`src/common/pwm_tb_pkg.sv`:
```
// Purpose: constants and types shared by the pwm time base design
// Assumes: 32-bit axi4-lite register bus, 40 MHz aclk
// Notes: register offsets are byte addresses
package pwm_tb_pkg;
  localparam int ADDR_W = 6;
  localparam logic [ADDR_W-1:0] OFF_CONTROL = 6'h00;
  localparam logic [ADDR_W-1:0] OFF_COUNT = 6'h04;
  localparam logic [ADDR_W-1:0] OFF_PERIOD = 6'h08;
  localparam logic [ADDR_W-1:0] OFF_DUTY1 = 6'h0C;
  localparam logic [ADDR_W-1:0] OFF_DUTY2 = 6'h10;
  localparam logic [ADDR_W-1:0] OFF_DUTY3 = 6'h14;
  localparam logic [ADDR_W-1:0] OFF_DUTY4 = 6'h18;
  localparam logic [ADDR_W-1:0] OFF_MISC = 6'h1C;
  localparam logic [ADDR_W-1:0] OFF_STATUS = 6'h20;
  localparam logic [ADDR_W-1:0] OFF_MASK = 6'h24;
  // control field positions
  localparam int BIT_RUN = 15;
  localparam int BIT_IDLE_HALT = 13;
  localparam int POS_POSTSCALE = 4;
  localparam int POS_PRESCALE = 2;
  localparam int POS_MODE = 0;
  localparam int BIT_DIR = 15;
  // misc register: bit0 immediate duty update, bit1 complementary outputs
  localparam int BIT_IMMEDIATE = 0;
  localparam int BIT_COMPLEMENT = 1;
  localparam logic [15:0] CONTROL_RESET = 16'h0000;
  localparam logic [14:0] COUNT_RESET = 15'h0000;
  localparam logic [14:0] PERIOD_RESET = 15'h0000;
  localparam logic [1:0] MISC_RESET = 2'h2;
  localparam int N_STATUS = 3;
  localparam int ST_EVENT = 0;
  localparam int ST_ZERO = 1;
  localparam int ST_TOP = 2;
  localparam int N_GEN = 4;
  localparam logic [1:0] RESP_OKAY = 2'h0;
  localparam logic [1:0] RESP_SLVERR = 2'h2;
  typedef enum logic [1:0] {
    MODE_FREE = 2'h0,
    MODE_SINGLE = 2'h1,
    MODE_UPDOWN = 2'h2,
    MODE_UPDOWN_DBL = 2'h3
  } count_mode_t;
endpackage

```
`src/common/tick_if.sv`:
```
// Purpose: carries time base ticks from the counter to the duty generators
// Assumes: single clock domain
// Notes: boundary is a pulse of one aclk cycle, count_value carries the live count
`timescale 1ns/1ps
interface tick_if;
  logic [14:0] count_value;
  logic boundary;
  modport source (output count_value, output boundary);
  modport sink (input count_value, input boundary);
endinterface

```
`src/design/motor_pwm_time_base.sv`:
```
// Purpose: motor pwm time base with axi4-lite registers and four duty generators
// Assumes: aclk at 40 MHz is the instruction clock, cpu_idle is synchronous
// Notes: status bits are write-one-to-clear, set wins over clear
//
// Decided for this implementation: the register offsets and the AXI4-Lite register port.
`timescale 1ns/1ps

// How it works
// - counter runs only while the run bit of control is set
// - idle halt bit set stops the time base while the cpu idles
// - four-bit postscaler divides time base events from 1:1 up to 1:16
// - two-bit prescaler; code 11 makes one count last 64 clocks
// - mode 00 counts up repeatedly while enabled
// - mode 01 runs one period then clears the run bit
// - modes 10 and 11 count up/down; 11 also interrupts at zero and at top
// - count register bit 15 reads direction, one while counting down
// - count register low 15 bits hold live count, readable and writable
// - period register holds 15-bit period; top bit reads zero
// - four duty generators drive four high/low output pairs
// - complementary low output is inverse of its high output
// - software picks immediate or boundary-synchronised duty updates
module motor_pwm_time_base
  import pwm_tb_pkg::*;
(
  input wire logic aclk,
  input wire logic aresetn,
  input wire logic [pwm_tb_pkg::ADDR_W-1:0] s_axi_awaddr,
  input wire logic s_axi_awvalid,
  output logic s_axi_awready,
  input wire logic [31:0] s_axi_wdata,
  input wire logic [3:0] s_axi_wstrb,
  input wire logic s_axi_wvalid,
  output logic s_axi_wready,
  output logic [1:0] s_axi_bresp,
  output logic s_axi_bvalid,
  input wire logic s_axi_bready,
  input wire logic [pwm_tb_pkg::ADDR_W-1:0] s_axi_araddr,
  input wire logic s_axi_arvalid,
  output logic s_axi_arready,
  output logic [31:0] s_axi_rdata,
  output logic [1:0] s_axi_rresp,
  output logic s_axi_rvalid,
  input wire logic s_axi_rready,
  input wire logic cpu_idle,
  output logic [pwm_tb_pkg::N_GEN-1:0] high_out,
  output logic [pwm_tb_pkg::N_GEN-1:0] low_out,
  output logic irq
);
  import pwm_tb_pkg::*;

  function automatic logic [15:0] merge16(input logic [15:0] old, input logic [31:0] d,
                                          input logic [3:0] s);
    merge16 = {s[1] ? d[15:8] : old[15:8], s[0] ? d[7:0] : old[7:0]};
  endfunction

  function automatic logic known(input logic [ADDR_W-1:0] a);
    known = (a <= OFF_MASK) && (a[1:0] == 2'h0);
  endfunction

  logic [15:0] control_q, control_d;
  logic [14:0] count_q, count_d;
  logic dir_q, dir_d;
  logic [14:0] period_q, period_d;
  logic [15:0] duty_q [N_GEN];
  logic [15:0] duty_d [N_GEN];
  logic [1:0] misc_q, misc_d;
  logic [N_STATUS-1:0] status_q, status_d, mask_q, mask_d;
  logic [5:0] pre_q, pre_d;
  logic [3:0] post_q, post_d;
  logic aw_q, aw_d, w_q, w_d, b_q, b_d, r_q, r_d;
  logic [ADDR_W-1:0] awaddr_q, awaddr_d;
  logic [31:0] wdata_q, wdata_d, rdata_q, rdata_d;
  logic [3:0] wstrb_q, wstrb_d;
  logic [1:0] bresp_q, bresp_d, rresp_q, rresp_d;

  logic do_write, run, step, at_top, at_zero, period_end, event_raw, event_out;
  logic [5:0] pre_limit;
  count_mode_t mode;
  logic [N_STATUS-1:0] set_bits;
  logic [15:0] count_wr, period_wr;

  tick_if tick ();

  assign mode = count_mode_t'(control_q[POS_MODE +: 2]);
  assign do_write = aw_q && w_q && !b_q;
  assign count_wr = merge16({1'b0, count_q}, wdata_q, wstrb_q);
  assign period_wr = merge16({1'b0, period_q}, wdata_q, wstrb_q);
  assign run = control_q[BIT_RUN] && !(control_q[BIT_IDLE_HALT] && cpu_idle);

  always_comb
  begin
    unique case (control_q[POS_PRESCALE +: 2])
      2'h0: pre_limit = 6'h00;
      2'h1: pre_limit = 6'h03;
      2'h2: pre_limit = 6'h0F;
      2'h3: pre_limit = 6'h3F;
    endcase
  end

  assign step = run && (pre_q >= pre_limit);
  assign at_top = (count_q >= period_q);
  assign at_zero = (count_q == 15'h0000);
  assign period_end = step && ((dir_q && control_q[POS_MODE + 1]) ? at_zero : at_top);
  assign event_raw = period_end;
  assign event_out = event_raw && (post_q >= control_q[POS_POSTSCALE +: 4]);

  // time base counter
  always_comb
  begin
    pre_d = run ? (step ? 6'h00 : pre_q + 6'h01) : pre_q;
    count_d = count_q;
    dir_d = dir_q;
    post_d = post_q;
    if (event_raw)
    begin
      post_d = event_out ? 4'h0 : post_q + 4'h1;
    end
    if (step)
    begin
      unique case (mode)
        MODE_FREE, MODE_SINGLE:
        begin
          dir_d = 1'b0;
          count_d = at_top ? COUNT_RESET : count_q + 15'h0001;
        end
        MODE_UPDOWN, MODE_UPDOWN_DBL:
        begin
          if (!dir_q && at_top)
          begin
            dir_d = 1'b1;
            count_d = count_q - 15'h0001;
          end
          else if (dir_q && at_zero)
          begin
            dir_d = 1'b0;
            count_d = count_q + 15'h0001;
          end
          else
          begin
            count_d = dir_q ? count_q - 15'h0001 : count_q + 15'h0001;
          end
        end
      endcase
    end
    if (do_write && awaddr_q == OFF_COUNT)
    begin
      count_d = count_wr[14:0];
    end
  end

  // interrupt sources: time base event, and zero or top in double mode
  always_comb
  begin
    set_bits = '0;
    set_bits[ST_EVENT] = event_out;
    set_bits[ST_ZERO] = step && at_zero && dir_q && (mode == MODE_UPDOWN_DBL);
    set_bits[ST_TOP] = step && at_top && !dir_q && (mode == MODE_UPDOWN_DBL);
  end

  // registers written by software
  always_comb
  begin
    control_d = control_q;
    period_d = period_q;
    misc_d = misc_q;
    mask_d = mask_q;
    status_d = status_q;
    duty_d = duty_q;
    if (do_write)
    begin
      unique case (awaddr_q)
        OFF_CONTROL: control_d = merge16(control_q, wdata_q, wstrb_q) & 16'hA0FF;
        OFF_PERIOD: period_d = period_wr[14:0];
        OFF_DUTY1: duty_d[0] = merge16(duty_q[0], wdata_q, wstrb_q);
        OFF_DUTY2: duty_d[1] = merge16(duty_q[1], wdata_q, wstrb_q);
        OFF_DUTY3: duty_d[2] = merge16(duty_q[2], wdata_q, wstrb_q);
        OFF_DUTY4: duty_d[3] = merge16(duty_q[3], wdata_q, wstrb_q);
        OFF_MISC: misc_d = wstrb_q[0] ? wdata_q[1:0] : misc_q;
        OFF_STATUS: status_d = wstrb_q[0] ? status_q & ~wdata_q[N_STATUS-1:0] : status_q;
        OFF_MASK: mask_d = wstrb_q[0] ? wdata_q[N_STATUS-1:0] : mask_q;
        default: ;
      endcase
    end
    if (period_end && mode == MODE_SINGLE)
    begin
      control_d[BIT_RUN] = 1'b0;
    end
    status_d = status_d | set_bits;
  end

  // axi4-lite handshakes
  always_comb
  begin
    aw_d = aw_q;
    w_d = w_q;
    b_d = b_q;
    awaddr_d = awaddr_q;
    wdata_d = wdata_q;
    wstrb_d = wstrb_q;
    bresp_d = bresp_q;
    if (s_axi_awvalid && !aw_q)
    begin
      aw_d = 1'b1;
      awaddr_d = s_axi_awaddr;
    end
    if (s_axi_wvalid && !w_q)
    begin
      w_d = 1'b1;
      wdata_d = s_axi_wdata;
      wstrb_d = s_axi_wstrb;
    end
    if (do_write)
    begin
      b_d = 1'b1;
      bresp_d = known(awaddr_q) ? RESP_OKAY : RESP_SLVERR;
    end
    if (b_q && s_axi_bready)
    begin
      b_d = 1'b0;
      aw_d = 1'b0;
      w_d = 1'b0;
    end
    r_d = r_q;
    rdata_d = rdata_q;
    rresp_d = rresp_q;
    if (s_axi_arvalid && !r_q)
    begin
      r_d = 1'b1;
      rresp_d = known(s_axi_araddr) ? RESP_OKAY : RESP_SLVERR;
      unique case (s_axi_araddr)
        OFF_CONTROL: rdata_d = {16'h0000, control_q};
        OFF_COUNT: rdata_d = {16'h0000, dir_q, count_q};
        OFF_PERIOD: rdata_d = {17'h00000, period_q};
        OFF_DUTY1: rdata_d = {16'h0000, duty_q[0]};
        OFF_DUTY2: rdata_d = {16'h0000, duty_q[1]};
        OFF_DUTY3: rdata_d = {16'h0000, duty_q[2]};
        OFF_DUTY4: rdata_d = {16'h0000, duty_q[3]};
        OFF_MISC: rdata_d = {30'h00000000, misc_q};
        OFF_STATUS: rdata_d = {29'h00000000, status_q};
        OFF_MASK: rdata_d = {29'h00000000, mask_q};
        default: rdata_d = 32'h00000000;
      endcase
    end
    else if (r_q && s_axi_rready)
    begin
      r_d = 1'b0;
    end
  end

  always_ff @(posedge aclk)
  begin
    if (!aresetn)
    begin
      control_q <= CONTROL_RESET;
      count_q <= COUNT_RESET;
      dir_q <= 1'b0;
      period_q <= PERIOD_RESET;
      misc_q <= MISC_RESET;
      status_q <= '0;
      mask_q <= '0;
      pre_q <= 6'h00;
      post_q <= 4'h0;
      for (int i = 0; i < N_GEN; i++)
      begin
        duty_q[i] <= 16'h0000;
      end
      aw_q <= 1'b0;
      w_q <= 1'b0;
      b_q <= 1'b0;
      r_q <= 1'b0;
      awaddr_q <= '0;
      wdata_q <= 32'h00000000;
      wstrb_q <= 4'h0;
      bresp_q <= RESP_OKAY;
      rdata_q <= 32'h00000000;
      rresp_q <= RESP_OKAY;
    end
    else
    begin
      control_q <= control_d;
      count_q <= count_d;
      dir_q <= dir_d;
      period_q <= period_d;
      misc_q <= misc_d;
      status_q <= status_d;
      mask_q <= mask_d;
      pre_q <= pre_d;
      post_q <= post_d;
      duty_q <= duty_d;
      aw_q <= aw_d;
      w_q <= w_d;
      b_q <= b_d;
      r_q <= r_d;
      awaddr_q <= awaddr_d;
      wdata_q <= wdata_d;
      wstrb_q <= wstrb_d;
      bresp_q <= bresp_d;
      rdata_q <= rdata_d;
      rresp_q <= rresp_d;
    end
  end

  assign tick.count_value = count_q;
  assign tick.boundary = period_end;

  genvar g;
  generate
    for (g = 0; g < N_GEN; g++)
    begin : gen_duty
      duty_gen u_duty (
        .aclk(aclk),
        .aresetn(aresetn),
        .tick(tick),
        .duty_new(duty_q[g]),
        .immediate(misc_q[BIT_IMMEDIATE]),
        .complement(misc_q[BIT_COMPLEMENT]),
        .high_out(high_out[g]),
        .low_out(low_out[g])
      );
    end
  endgenerate

  assign s_axi_awready = !aw_q;
  assign s_axi_wready = !w_q;
  assign s_axi_bvalid = b_q;
  assign s_axi_bresp = bresp_q;
  assign s_axi_arready = !r_q;
  assign s_axi_rvalid = r_q;
  assign s_axi_rdata = rdata_q;
  assign s_axi_rresp = rresp_q;
  assign irq = |(status_q & mask_q);
endmodule

```
`src/design/duty_gen.sv`:
```
// Purpose: one duty-cycle generator with high and low outputs
// Assumes: counter and boundary arrive through tick_if
// Notes: duty value latched either at once or on the time base boundary
`timescale 1ns/1ps
module duty_gen
  import pwm_tb_pkg::*;
(
  input wire logic aclk,
  input wire logic aresetn,
  tick_if.sink tick,
  input wire logic [15:0] duty_new,
  input wire logic immediate,
  input wire logic complement,
  output logic high_out,
  output logic low_out
);
  logic [15:0] duty_q, duty_d;
  logic high_q, high_d;
  logic low_q, low_d;

  always_comb
  begin
    duty_d = duty_q;
    if (immediate || tick.boundary)
    begin
      duty_d = duty_new;
    end
    high_d = ({1'b0, tick.count_value} < duty_q);
    low_d = complement ? !high_d : 1'b0;
  end

  always_ff @(posedge aclk)
  begin
    if (!aresetn)
    begin
      duty_q <= 16'h0000;
      high_q <= 1'b0;
      low_q <= 1'b0;
    end
    else
    begin
      duty_q <= duty_d;
      high_q <= high_d;
      low_q <= low_d;
    end
  end

  assign high_out = high_q;
  assign low_out = low_q;
endmodule

```
`config.mk`:
```
export PLATFORM = sky130hd
export DESIGN_NAME = motor_pwm_time_base
export DESIGN_NICKNAME = d
export VERILOG_FILES = /design/src/common/pwm_tb_pkg.sv /design/src/common/tick_if.sv /design/src/design/motor_pwm_time_base.sv /design/src/design/duty_gen.sv
export SDC_FILE = /design/constraint.sdc
export NUM_CORES = 1
export LEC_CHECK = 0
export BUFFER_PORTS_ARGS = -buffer_cell sky130_fd_sc_hd__buf_2
export CAP_MARGIN = 5
export CORE_MARGIN = 2
export CORE_UTILIZATION = 45
export CTS_CLUSTER_DIAMETER = 100
export DETAILED_ROUTE_END_ITERATION = 10
export PLACE_DENSITY = 0.62
export SYNTH_ARGS = -nofsm -noshare
export SYNTH_HDL_FRONTEND = slang
export SYNTH_SLANG_ARGS = --single-unit
```
`constraint.sdc`:
```
create_clock -name aclk -period 2.65 [get_ports aclk]
set_input_delay 0.1325 -clock aclk [delete_from_list [all_inputs] [get_ports aclk]]
set_output_delay 0.1325 -clock aclk [all_outputs]
set_load 0.05 [all_outputs]
```
==> results.yml, run 1 <==
clock_network:
  cts_tree: "yes"
  numCtsBuffers: 27
  clockRootBuffer: "clkbuf_16"
  clk_latency_ns: 0.56
  clkSlewWorstSetupHoldPaths_ns: 0.06
  htreeDepth: 1
  clock_sinks: 241
  clock_path_buffers: 3
detailed_routing:
  via_per_inst: 5.68
  drcViolationCount: 0
  drtPass1Iterations: 9
  ant_nets: 0
  drt_iter0_drc: 1160
  avgRoutedWirePerCell_um: 19.8
  drt_wl_total_um: 43400
  vias: 12442
power:
  ir_worst_vdd_uv: 512
  cellPowerDensity_nw_per_um2: 499
  leakage_uw: 0.00692
floorplanning:
  die_w_um: 176
  ios: 106
  num_rows: 62
  start_util_pct: 46.0
  die-height_um: 176
  core_area_um2: 28900
  die_area_um2: 30900
synth:
  synth.avg_cell_area_um2: 8.08
  synth_cells: 1644
  ys_seq_area_share_pct: 36.3
  synthArstFlopShare_pct: 0
  ys_warn_count: 0
  synth_edf_count: 0
  synth_seq_cells: 241
  synth_cell_types: 74
  ys.flop_type: "dfxtp_1"
  syn_area_um2: 13300
worst_setup_path:
  critPathRequiredTime_ns: 3.06
  cp.arrival_ns: 3.01
  cp-end-kind: "flip-flop"
  critPathLaunchType: "flip-flop"
  critPathMaxFanout: 4
  crit_chain: "or4_4, or4_1, and3_1, and2_4, nor3_4, a2111oi_2, o41a_1"
  critical_path_class: "flip-flop to flip-flop"
  critical_path.slowest_cell: "or4_4"
  cpLargestDelayFamily: "simple AND/OR/NAND/NOR gates"
  cp_slowest_stage_delay_ns: 0.56
  path_buf_inv: 0
place:
  post_dp_cell_area_um2: 14600
  io_buffers: 69
  gp_congestion: 0.958
  dp_hpwl_um: 32000
finish:
  stdcell_area_um2: 15900
  fillers: 2714
  diodes: 0
  post-route-util_pct: 55.1
  layout-area-overhead-vs-synth_pct: 19.7
  finalNetCount: 1929
  final_layout_size_suffix_gt1_share_pct: 15.3
timing:
  maxSlewViolCount: 0
  worst_clock_skew_ns: 0.0303
  finalHoldViolCount: 0
  fin_crit_sh_pct: 97.9
  whs_ns: 0.101
  finalWorstPathRequiredPeriod_ns: 2.59
  max-slew-margin-rel_pct: 53.6
  grt_setup_unrepaired: "true"
  fmax_ghz: 0.386
  setup_violations: 0
  tightest_slew_ns: 0.690
global_routing:
  grtUsageMet3_pct: 3.83
  grt_pass1_vias: 11854
  grt_max_degree: 93
  gr-total-overflow: 0
  grt_busiest_layer: "met2"
  grt_pass1_wl_um: 67200
  met1_usage_pct: 39.1
  met2_usage_pct: 44.0
  antenna_found_initial: 0
  grt_usage_pct: 27.8
flow_run:
  max_cap_violations: 0
min_path:
  hp-class: "input port to flip-flop"
run_status:
  status: "complete, no violations"
cell type report:
class                      instances  area, µm²  area share [%]
tap                              384        480            3.02
timing repair buffer             227       1710            10.8
multi-input combinational       1192       7640            48.1
inverter                          98        370            2.33
clock buffer                      38        767            4.83
sequential                       241       4830            30.4
clock inverter                    12       96.3           0.606
timing repair:
| item | in CTS | in global routing |
|---|---|---|
| hold buffers | 32 | 0 |
| hold endpoints to repair | 29 | 0 |
| gates cloned | 0 | 1 |
| setup endpoints to repair | 32 | 79 |
| buffers inserted | 3 | 1 |
| pin swaps | 2 | 2 |
| resized for setup | 2 | 16 |
metal layers:
layer | wire length, µm | up-vias
met5 | 0 | -
met1 | 19800 | 5857
li1 | - | 6012
met2 | 19200 | 493
met3 | 3080 | 80
met4 | 1250 | 0
registers in the layout, indices dropped and copies added (netlist names), 2 cells and up:
register                  cells
awaddr_q                      6
count_q                      15
gen_duty.u_duty.duty_q       64
pre_q                         6
wdata_q                      16
wstrb_q                       2
period_q                     15
gen_duty.u_duty.high_out      4
s_axi_rdata                  16
control_q                    10
status_q                      3
post_q                        4
mask_q                        3
misc_q                        2
gen_duty.u_duty.low_out       4
duty_q                       64
power by group:
group,internal (µW),switching [µW],total [µW]
clock network,2120,1570,3690
logic,154,363,517
registers,3660,73.9,3730
total,5930,2010,7940
tightest hold or removal path, delay by kind of cell:
family	cells	cell delay, ns
compound gates	1	0.15
buf+inv	1	0.11
simple gates	2	0.19
placed cells by master (no fill, tap or decap), types with 9 or more instances in the layout:
master	instances
mux2i_1	135
nand2b_1	10
a21o_1	29
buf_4	119
a21oi_1	111
nor3_1	34
inv_1	95
conb_1	18
or3_1	9
buf_2	68
ha_1	86
nand4_1	10
a22oi_1	28
o211ai_1	12
clkbuf_16	28
dfxtp_1	238
a211oi_1	9
nand2_1	266
nand3_1	78
nor2_1	136
dlygate4sd3_1	32
and3_1	13
o21ai_0	50
Yosys cell counts, types with 11 or more instances:
library cell,instances,share of area (%)
dfxtp_1,241,36
mux2i_1,135,10
o21ai_0,50,1.9
clkbuf_1,81,2.3
nor2_1,137,3.9
buf_2,11,0.41
a21o_1,30,1.7
nand2_1,266,7.5
buf_4,26,1.5
ha_1,86,8.1
a21oi_1,112,4.2
and3_1,13,0.61
inv_1,96,2.7
o211ai_1,12,0.68
nand3_1,78,2.9
nor3_1,35,1.3
a22oi_1,28,1.6
logic make-up (layout without fill, tap and decap cells):
family	Yosys count	in the layout	share of synthesized area, %
compound gates	332	332	16.4
xor+xnor	10	10	0.659
flops	241	241	36.3
mux	142	142	10.8
simple gates	604	604	20.4
buf+inv	228	375	7.36
fa+ha+maj	86	86	8.10
other cells	1	18	0.0282
metrics by stage:
stage / total power, µW / instances / setup TNS (ns) / setup slack, ns
2_1_floorplan: 4110 / 1661 / 0 / 0.0124
3_3_place_gp: 4270 / 2105 / -0.0409 / -0.0319
3_5_place_dp: 4270 / 2105 / -0.0219 / -0.0195
4_1_cts: 7970 / 2190 / 0 / 0.00593
5_1_grt: 8160 / 2192 / -0.0238 / -0.0238
6_report: 7940 / 2192 / 0 / 0.0562
worst paths after layout:
check / end / depth (start not counted) / startpoint / slack [ns]
worst max-delay path: count_q[5] / 7 / count_q[4] / 0.06
worst min-delay path: s_axi_rresp[1] / 4 / s_axi_arvalid / 0.10
worst max register to register: count_q[5] / 7 / count_q[4] / 0.06
worst min register to register: gen_duty[3].u_duty.duty_q[4] / 2 / duty_q[4] / 0.46
Power figures use the tool's default switching activity.
==> inputs of run 2 (changes only) <==
Settings changed: MAX_ROUTING_LAYER set to met4.
==> results.yml, run 2 (synthesis results as in run 1) <==
power:
  cellPowerDensity_nw_per_um2: 524
  leakage_uw: 0.00701
  ir_worst_vdd_uv: 530
worst_setup_path:
  cp-endpoint: "count_q[5]"
  cp-end-kind: "flip-flop"
  crit_path_frequent_cell: "buf_4"
  critPathRequiredTime_ns: 3.08
  cp.arrival_ns: 3.02
  r2r-end: "count_q[5]"
  cpLargestDelayFamily: "compound AO/OA/AOI/OAI gates"
  path_depth: 12
  path_buf_inv: 3
  crit_chain: "or2_2, ha_1, nand2b_4, a211oi_4, o41ai_2, buf_4, a21boi_2, buf_4, buf_6, a41oi_1, nor2_1, o41a_1"
  critPathMaxFanout: 11
  crit-reg2reg-launch: "control_q[2]"
  cp_slowest_stage_delay_ns: 0.36
  critical_path.slowest_cell: "o41a_1"
  critPathLaunchType: "flip-flop"
  startpoint: "control_q[2]"
  critical_path_class: "flip-flop to flip-flop"
  reg2reg_depth: 12
  reg2reg_slack_ns: 0.07
timing:
  setup_violations: 0
  fin_crit_sh_pct: 97.5
  tightest_slew_ns: 0.683
  finalWorstPathRequiredPeriod_ns: 2.58
  setup_tns_ns: 0
  maxSlewViolCount: 0
  fmax_ghz: 0.387
  worst_clock_skew_ns: 0.0189
  finalHoldViolCount: 0
  grt_setup_unrepaired: "true"
  whs_ns: 0.0979
  max-slew-margin-rel_pct: 54.3
global_routing:
  grt_pass1_vias: 11798
  grt_max_degree: 101
  grt_usage_pct: 29.2
  grt_pass1_wl_um: 68500
  gr-total-overflow: 0
  antenna_found_initial: 0
finish:
  final_cell_mix: "265 x nand2_1, 239 x dfxtp_1, 137 x nor2_1, 135 x mux2i_1, 120 x buf_4"
  final_common_cell: "nand2_1"
  layout-area-overhead-vs-synth_pct: 21.3
  reg.largest.list: "duty_q x64, gen_duty.u_duty.duty_q x64"
  diodes: 0
  final_layout_size_suffix_gt1_share_pct: 15.7
  finalNetCount: 1933
detailed_routing:
  via_per_inst: 5.71
  drt_wl_total_um: 44200
  avgRoutedWirePerCell_um: 20.1
  vias: 12527
  ant_nets: 0
  drtPass1Iterations: 6
  drt_iter0_drc: 1216
  drcViolationCount: 0
clock_network:
  clkSlewWorstSetupHoldPaths_ns: 0.07
  htreeDepth: 1
  clock_path_buffers: 3
  cts_tree: "yes"
  clock_sinks: 241
  clk_latency_ns: 0.55
  clockRootBuffer: "clkbuf_16"
  numCtsBuffers: 27
place:
  io_buffers: 69
  gp_congestion: 0.964
  dp_hpwl_um: 32400
min_path:
  min_from: "s_axi_arvalid"
  hp-class: "input port to flip-flop"
floorplanning:
  start_util_pct: 46.0
  core_area_um2: 28900
  die_area_um2: 30900
  num_rows: 62
  die-height_um: 176
  die_w_um: 176
  ios: 106
run_status:
  status: "complete, no violations"
flow_run:
  max_cap_violations: 0
-- run 2: cell count changes in the layout (fill, tap and decap cells not counted), moves of 2 or more --
| cell | before | now |
|---|---|---|
| buf_6 | 1 | 3 |
| o221ai_1 | 6 | 4 |
| o221ai_2 | 0 | 2 |
| clkinv_2 | 8 | 1 |
| clkbuf_1 | 6 | 3 |
| bufinv_16 | 1 | 6 |
| clkinvlp_4 | 0 | 3 |
| o21ai_0 | 50 | 48 |
| o21ai_1 | 0 | 2 |
-- run 2: area by class of cell --
cell class,instances,area [µm²]
fill,2675,12700
multi-input combinational,1192,7680
sequential,241,4830
timing repair buffer,231,1760
clock buffer,35,756
tap,384,480
inverter,98,370
clock inverter,13,234
-- run 2: how the worst min path moves through the flow --
stage	end	slack, ns	cells after the start
3_3_place_gp	s_axi_rvalid	0.32	2
2_1_floorplan	s_axi_rvalid	0.23	1
6_report	s_axi_rresp[1]	0.1	4
4_1_cts	s_axi_rresp[1]	0.08	4
3_5_place_dp	s_axi_rvalid	0.33	2
5_1_grt	s_axi_rresp[1]	0.15	4
-- run 2: routing by layer --
metal | vias up | global-route usage [%] | wire (µm) | share of wire, %
met1 | 5911 | 40.8 | 20200 | 46
li1 | 6013 | - | - | -
met5 | - | - | 0 | 0
met2 | 515 | 44.1 | 19300 | 44
met4 | 0 | 9.50 | 1440 | 3.3
met3 | 88 | 3.05 | 3280 | 7.4
-- run 2: power breakdown --
group	total [µW]	internal [µW]	switching, µW	leakage (µW)
Combinational	517	154	363	0.00458
Clock	4190	2590	1600	0.000475
Sequential	3730	3650	75.7	0.00195
-- run 2: tightest hold or removal path, cell delays in order --
cell	delay, ns
buf_2	0.11
nor2b_1	0.14
o21ai_0	0.16
nor2_1	0.05
-- run 2: timing repair --
action                                  CTS  global route
endpoints found under the setup margin   54            81
pin swaps                                 1             2
endpoints found under the hold margin    31             0
hold buffers                             32             0
gates cloned                              0             1
resized for setup                         2            25
setup buffers                             0             5
-- run 2: per-stage QoR --
stage	utilization (%)	std cells	worst slack, ns	total power, µW	cell area [µm²]
after CTS	55.2	2188	0.0276	8480	15900
after floorplan	-	1661	0.0124	4110	13400
after global placement	50.6	2108	-0.172	4270	14600
after detailed placement	50.6	2108	-0.134	4270	14600
after global routing	55.8	2194	-0.0317	8670	16100
final	55.8	2194	0.0662	8440	16100
